===== config.mk =====
export PLATFORM = sky130hd
export DESIGN_NAME = rio_top
export DESIGN_NICKNAME = d
export VERILOG_FILES = /design/src/rtl/rio_pkg.sv /design/src/rtl/rio_top.sv
export SDC_FILE = /design/constraint.sdc
export NUM_CORES = 1
export LEC_CHECK = 0
export ABC_AREA = 1
export BUFFER_PORTS_ARGS = -buffer_cell sky130_fd_sc_hd__buf_2
export CAP_MARGIN = 20
export CORE_UTILIZATION = 53
export DETAILED_ROUTE_END_ITERATION = 10
export GPL_TIMING_DRIVEN = 0
export PLACE_DENSITY = 0.73
export REMOVE_ABC_BUFFERS = 1
export SLEW_MARGIN = 0
export SYNTH_ARGS = -nofsm -noshare
export SYNTH_HDL_FRONTEND = slang
export SYNTH_SLANG_ARGS = --single-unit

===== constraint.sdc =====
create_clock -name clk -period 2 [get_ports clk]
set_input_delay 0.3 -clock clk [delete_from_list [all_inputs] [get_ports clk]]
set_output_delay 0.3 -clock clk [all_outputs]
set_load 0.05 [all_outputs]

===== src/rtl/rio_pkg.sv =====
package rio_pkg;
	localparam int RIO_MEM_DEPTH = 128;
	localparam int RIO_ADDR_W = 7;
	localparam int RIO_DATA_W = 8;
	// host operation codes
	typedef enum logic [2:0] {
		RIO_OP_IDLE,
		RIO_OP_MEM_WR,
		RIO_OP_MEM_RD,
		RIO_OP_PORT_WR,
		RIO_OP_PORT_RD,
		RIO_OP_DIR_WR,
		RIO_OP_BIT_SET,
		RIO_OP_BIT_CLR
	} rio_op_t;
	localparam logic [2:0] RIO_OP_BIT_RD = 3'h0;
	// request bundle from the host
	typedef struct packed {
		logic valid;
		rio_op_t op;
		logic bit_rd;
		logic port_sel;
		logic [6:0] addr;
		logic [7:0] wdata;
	} rio_req_t;
	localparam logic [7:0] RIO_DIR_RST = 8'h00;
	localparam logic [7:0] RIO_OUT_RST = 8'h00;
	localparam logic [7:0] RIO_OE_N_RST = 8'hff;
endpackage


===== src/rtl/rio_top.sv =====
`timescale 1ns/10ps
module rio_top import rio_pkg::*; (
	// clock and reset
	input wire logic clk,
	input wire logic sys_rst,
	// host request
	input wire rio_req_t req,
	output logic [7:0] rdata,
	output logic rvalid,
	// strobed-mode control
	input wire logic strobe_mode,
	input wire logic strobe_out_dir,
	input wire logic irq_enable,
	input wire logic strobe_in_n,
	output logic ack_out_n,
	output logic transfer_interrupt,
	// port pins
	input wire logic [7:0] pa_in,
	output logic [7:0] pa_out,
	output logic [7:0] pa_oe_n,
	input wire logic [7:0] pb_in,
	output logic [7:0] pb_out,
	output logic [7:0] pb_oe_n
);
	logic [7:0] mem [RIO_MEM_DEPTH];
	logic [7:0] dir_a_r, dir_b_r, out_a_r, out_b_r, latch_a_r;
	logic strobe_d_r, done_r;
	logic [7:0] pin_a, pin_b;
	logic [7:0] sel_out, sel_dir, sel_pin;
	logic [2:0] bit_idx;
	logic strobe_fall, host_a_access;

	// pin value as seen by the host: own driver for outputs, pin for inputs
	function automatic logic [7:0] seen(input logic [7:0] dir, input logic [7:0] o,
			input logic [7:0] i);
		seen = (dir & o) | (~dir & i);
	endfunction

	assign bit_idx = req.addr[2:0];
	assign pin_a = seen(dir_a_r, out_a_r, pa_in);
	assign pin_b = seen(dir_b_r, out_b_r, pb_in);
	assign sel_out = req.port_sel ? out_b_r : out_a_r;
	assign sel_dir = req.port_sel ? dir_b_r : dir_a_r;
	// strobed input reads see the captured byte, not live pins
	assign sel_pin = req.port_sel ? pin_b :
		((strobe_mode && !strobe_out_dir) ? latch_a_r : pin_a);
	assign strobe_fall = strobe_d_r & ~strobe_in_n;
	assign host_a_access = req.valid && !req.port_sel &&
		(req.op == RIO_OP_PORT_RD || req.op == RIO_OP_PORT_WR);

	// memory touches only its own array
	always_ff @(posedge clk) begin
		if (req.valid && req.op == RIO_OP_MEM_WR) begin
			mem[req.addr] <= req.wdata;
		end
	end

	always_ff @(posedge clk) begin
		if (sys_rst) begin
			dir_a_r <= RIO_DIR_RST;
			dir_b_r <= RIO_DIR_RST;
		end else if (req.valid && req.op == RIO_OP_DIR_WR) begin
			if (req.port_sel) dir_b_r <= req.wdata;
			else dir_a_r <= req.wdata;
		end
	end

	always_ff @(posedge clk) begin
		if (sys_rst) begin
			out_a_r <= RIO_OUT_RST;
			out_b_r <= RIO_OUT_RST;
		end else if (req.valid) begin
			case (req.op)
				RIO_OP_PORT_WR: begin
					if (req.port_sel) out_b_r <= req.wdata;
					else out_a_r <= req.wdata;
				end
				RIO_OP_BIT_SET: begin
					if (req.port_sel) out_b_r[bit_idx] <= 1'b1;
					else out_a_r[bit_idx] <= 1'b1;
				end
				RIO_OP_BIT_CLR: begin
					if (req.port_sel) out_b_r[bit_idx] <= 1'b0;
					else out_a_r[bit_idx] <= 1'b0;
				end
				default: begin
				end
			endcase
		end
	end

	always_ff @(posedge clk) begin
		if (sys_rst) begin
			rdata <= 8'h00;
			rvalid <= 1'b0;
		end else begin
			rvalid <= req.valid && (req.op == RIO_OP_MEM_RD || req.op == RIO_OP_PORT_RD);
			if (req.valid && req.op == RIO_OP_MEM_RD) begin
				rdata <= mem[req.addr];
			end else if (req.valid && req.op == RIO_OP_PORT_RD) begin
				// bit read returns the chosen bit in bit 0
				if (req.bit_rd) rdata <= {7'h00, sel_pin[bit_idx]};
				else rdata <= sel_pin;
			end
		end
	end

	// strobed handshake on port a only
	always_ff @(posedge clk) begin
		if (sys_rst) begin
			strobe_d_r <= 1'b1;
			latch_a_r <= 8'h00;
			ack_out_n <= 1'b1;
			done_r <= 1'b0;
		end else begin
			strobe_d_r <= strobe_in_n;
			if (!strobe_mode) begin
				ack_out_n <= 1'b1;
				done_r <= 1'b0;
			end else begin
				if (strobe_fall && !strobe_out_dir) latch_a_r <= pa_in;
				// set wins over the host access that clears it
				if (strobe_fall) done_r <= 1'b1;
				else if (host_a_access) done_r <= 1'b0;
				// output direction: tell the peripheral new data is ready
				if (strobe_out_dir && host_a_access && req.op == RIO_OP_PORT_WR) ack_out_n <= 1'b0;
				else if (strobe_fall) ack_out_n <= 1'b1;
			end
		end
	end

	always_ff @(posedge clk) begin
		if (sys_rst) transfer_interrupt <= 1'b0;
		else transfer_interrupt <= strobe_mode && irq_enable && (done_r || strobe_fall);
	end

	always_ff @(posedge clk) begin
		if (sys_rst) begin
			pa_out <= RIO_OUT_RST;
			pb_out <= RIO_OUT_RST;
			pa_oe_n <= RIO_OE_N_RST;
			pb_oe_n <= RIO_OE_N_RST;
		end else begin
			pa_out <= out_a_r;
			pb_out <= out_b_r;
			pa_oe_n <= ~dir_a_r;
			pb_oe_n <= ~dir_b_r;
		end
	end
endmodule


Yosys cells after proc, flatten, opt, wreduce, memory -nomap -nowiden
Memories as Yosys holds them, arrays and structs flattened.
Cells that the tools add are included.
Storage, ports and cells
  memories kept: 1
  word-level logic and storage cells: 100
  register bits after elaboration: 85
  output and inout bits: 43
  bits in writable memories: 1024
Memory list
  mem: depth 128, width 8, read ports 1, clocked after Yosys merged registers in 0, write ports 1, RTL line rio_top.sv:25  | logic [7:0] mem [RIO_MEM_DEPTH];
Operators by class
  reduce and logical (&&, ||, !) cells: 29
  magnitude comparators: 2
  multiplexer cells: 23
  equal/unequal tests: 13
  bitwise logic cells: 17
Operator list (number)
  8-bit two-way mux: 11
  8-bit AND: 6
  8-bit one-hot mux with 3 select lines: 2
  8-bit bitwise OR: 4
  8-bit NOT: 3
  1-bit logical AND: 14
  3-bit equality test, second input constant: 4
  2-bit != test, second input constant: 6
  5-bit AND reduction: 2
  1-bit two-way mux: 8
  3-bit by 2-bit equality test with 1-bit output, second input constant: 2
  2-bit AND reduction: 3
  2-bit nonzero test: 3
  3-bit by 4-bit < comparator with 1-bit output, second input constant: 1
  1-bit binary-select mux with 3-bit select: 1
  1-bit demux with 3-bit select: 1
  3-bit by 1-bit equality test with 1-bit output, second input constant: 1
  3-bit by 1-bit >= comparator with 1-bit output, second input constant: 1
  1-bit logical OR: 3
  1-bit NOT: 3
  3-bit nonzero test: 1
  1-bit zero test: 2
  2-bit OR reduction: 1
  1-bit AND: 1

Depth between registers and ports, before layout
  depth after elaboration: 10
  depth in mapped cells: 19

Worst setup path before layout
OpenSTA, ideal clock, no wires.
  kind: in2reg
  start: in req[9] (netlist name)
  end: mem mem[24][0], enable pin
  data required time: 1630 ps
  data arrival time: 1722 ps
  slack: -92 ps
  stages: 8
  cells stage by stage: buf_4 > inv_2 > nand3_1 > inv_2 > buf_4 > nand2_1 > clkbuf_1 > nor2_1
RTL lines
  start, declared: RTL line rio_top.sv:7  | input wire rio_req_t req,
  end, declared: RTL line rio_top.sv:25
Straight into the memory's write port.

Final worst setup path
  start: in req[12] (netlist name)
  end: mem mem[88][6], enable pin
Straight into the memory's write port.

==> summary.md <==
| Metric | Value |
|---|---|
| Number of global-route vias before repair | roughly 31,000 |
| DP Wirelength | 67,900 µm |
| Number of hold violations in the final report | 0 |
| Number of buffers inserted by port buffering | between 80 and 90 |
| Detailed Route WL | roughly 140,000 µm |
| Most frequent cell after synthesis | nand2_1 |
| Switching component of the power | about 11 mW |
| Number of enable-type register cells in the synthesized netlist | 1,024 |
| Mean number of vias per cell | around 5.7 |
| Layout cell share with drive strength beyond 1 | 0.115 |
| Number of antenna violations at the first check in global routing | 4 |
| Maximum clock insertion buffer count | 3 |
| Transition at the pin with the smallest max-transition slack | 1.04 ns |
| Failing checks | setup timing |
| CP Max Fanout | 36 |
| Final number of max-transition violations | 0 |
| Final Skew | ~0.026 ns |
| Number of top-level design ports | 86 |
| Tightest hold margin | approximately 0.064 ns |
| Most area-hungry cell type in the Yosys netlist | edfxtp_1 |
| Total of warnings raised by yosys | 0 |
| Worst setup path class | in2reg |
| Setup TNS | -1.58 ns |
| Share of Yosys cell area claimed by the top area cell type | 0.668 |
| Beginning of the critical path | req[12] |
| Critical Path Start Type | input port |
| Share of synthesized registers carrying an async set or reset | 0 |
| Proportion of power drawn by the clock network | 0.406 |
| Setup crit end kind | flip-flop |
| Part of the total power dissipated in sequential elements | 0.519 |
| All-Layer GR Usage | 0.302 |
| Final WS setup | -0.0789 ns |
| Total vias in the final route | between 30,000 and 40,000 |
| Area grow syn2layout | 16.8% |
| Clock transition at path regs | approximately 0.060 ns |
| Seq/Total Area, Yosys | 0.705 |
| Register ranked first by flip-flop count | mem |
| TritonCTS clock tree | done |
| Die boundary height | roughly 300 µm |
| Total gr overflow | 0 |
| Detailed-route DRC error count | 0 |
| Met2 Usage GRT | 0.478 |
| Global-route track usage on met3 | 0.0670 |
| Final antenna-violating net count | 0 |
| Seq cells post-synth | 1,109 |
| Number of detailed-route iterations in the first pass | 6 |
| Post-synth cell types | 23 |
| Initial Utilization | 0.538 |
| Met1 routing resource usage after global routing | 0.396 |
| Post-synthesis cell count | 4,540 |
| Final critical path time including I/O delays and setup | ~2.1 ns |
| Min-delay src | req[20] |
| Startpoint of the most critical register-to-register path | mem[52][0] |
| Mean post-synth cell area | 10.1 µm² |
| RePlAce Congestion | 0.884 |
| Most numerous cell types in the synthesized netlist | nand2_1, edfxtp_1, nor2_1, a21oi_1, o21ai_0 |
| Number of buffers inserted during clock tree synthesis | 107 |
| H-tree depth | 3 |
| Total power density per cell area | a little over 900 mW/mm² |
| Initial drt markers | about 4,500 |
| Maximum number of pins on one net before global-route repair | 99 |
| IR drop worst, VDD | 850 µV |
| Final Instance Area | ~0.054 mm² |
| Post-synth design cell area | approximately 0.046 mm² |
| Wire length of the first global-routing pass | between 150,000 and 200,000 µm |
| F_max | roughly 0.48 GHz |
| Top area cells in the synthesized netlist | edfxtp_1, nand2_1, dfxtp_1 |
| Fraction of the cycle the final worst path needs | 1.04 |
| Data arrival time of the worst path | between 2 and 2.5 ns |
| Number of rows created at floorplan | 107 |
| Relative max-transition margin | 0.302 |
| Total leakage power | 21.5 nW |
| Combinational group share of total power | 0.075 |
| Area enclosed by the die boundary | 0.0880 mm² |
| Later-pin clock latency in the skew report | 0.68 ns |
| Number of flip-flops in the largest register | a little over 1,000 |
| Count of endpoints failing setup in the final report | 46 |
| Internal power | between 30 and 40 mW |
| CTS Root Cell | clkbuf_16 |
| Grt peak-use layer | met2 |
| Max-cap violation count | 0 |
| Setup repair after global routing missed its margin | true |
| Core area | between 0.08 and 0.09 mm² |
| Wirelength per Cell | 23.1 µm |
| Die X | 297 µm |
| Hold Crit Class | in2reg |
| DP Area | roughly 0.048 mm² |
| Predominant post-synthesis flop cell | edfxtp_1 |
| Crit path required time | 2.30 ns |
| Place WS | -3.06 ns |
| Fraction of power spent switching nets | 0.232 |
| Outcome | complete, but fails checks |
| Total Nets Final | roughly 4,700 |
| Count of clock tree sinks | 1,109 |
[per-layer routing]
metal / wire length [µm] / share of wire / vias to the layer above
met5: 0 / 0 / -
met4: 6630 / 0.049 / 0
met3: 16700 / 0.12 / 410
met2: 63600 / 0.47 / 2175
met1: 49200 / 0.36 / 15623
li1: - / - / 15117
[placed cells by master (no fill, tap or decap), drive strengths merged, types with 4 or more instances in the layout]
cell type	n
dlygate4sd3	14
dfxtp	85
clkbuf	153
inv	92
edfxtp	1024
a21oi	108
a31oi	18
nand2	2512
o21ai	120
buf	165
clkinv	46
bufinv	8
clkinvlp	4
bufbuf	14
nor2	335
nand3	30
[cells by family after synthesis]
logic type | Yosys count | share of synthesized area
DFF | 1109 | 0.705
buffers and inverters | 298 | 0.0306
AOI/OAI and AO/OA | 251 | 0.0281
and+or+nand+nor | 2882 | 0.236
[power by group through the flow]
stage | clock, mW | sequential [mW] | combinational (mW)
after floorplan | 0 | 26.0 | 1.36
after global routing | 20.8 | 25.4 | 3.89
after CTS | 19.8 | 25.4 | 3.41
after detailed placement | 0 | 25.9 | 2.94
final | 19.9 | 25.4 | 3.68
after global placement | 0 | 25.9 | 2.96
[critical path, stage by stage]
cell,delay [ns]
buf_2,0.18
nand2_1,0.13
clkinv_2,0.55
nand2_1,0.60
nor2_2,0.60
[timing repair]
item,CTS,global route
buffers inserted,14,26
gates cloned,30,10
endpoints found under the setup margin,1048,934
pin swaps,2,7
hold endpoints to repair,23,0
hold buffers,14,0
gates resized for setup,255,66
[final timing paths]
kind,to,slack [ns],depth (start not counted)
max,mem[88][6],-0.08,5
min,rvalid,0.06,3
max reg2reg,rdata[0],0.04,10
min reg2reg,pb_oe_n[2],0.39,1
[metrics by stage]
stage / utilization / cells / total power [mW]
2_1_floorplan: - / 4327 / 27.3
3_3_place_gp: 0.547 / 5556 / 28.9
3_5_place_dp: 0.559 / 5590 / 28.8
4_1_cts: 0.621 / 5847 / 48.7
5_1_grt: 0.628 / 5884 / 50.1
6_report: 0.628 / 5885 / 49.0
[final cells by class]
type	count	area, µm²
Inverter	85	434
Fill cell	6385	31800
Clock buffer	143	2910
Sequential cell	1109	32500
Multi-Input combinational cell	3133	13100
Tap cell	1144	1430
Timing Repair Buffer	203	2820
Antenna cell	3	7.51
Clock inverter	57	510
Timing Repair inverter	8	67.6
Note: power is estimated with default switching activity, not from simulation.
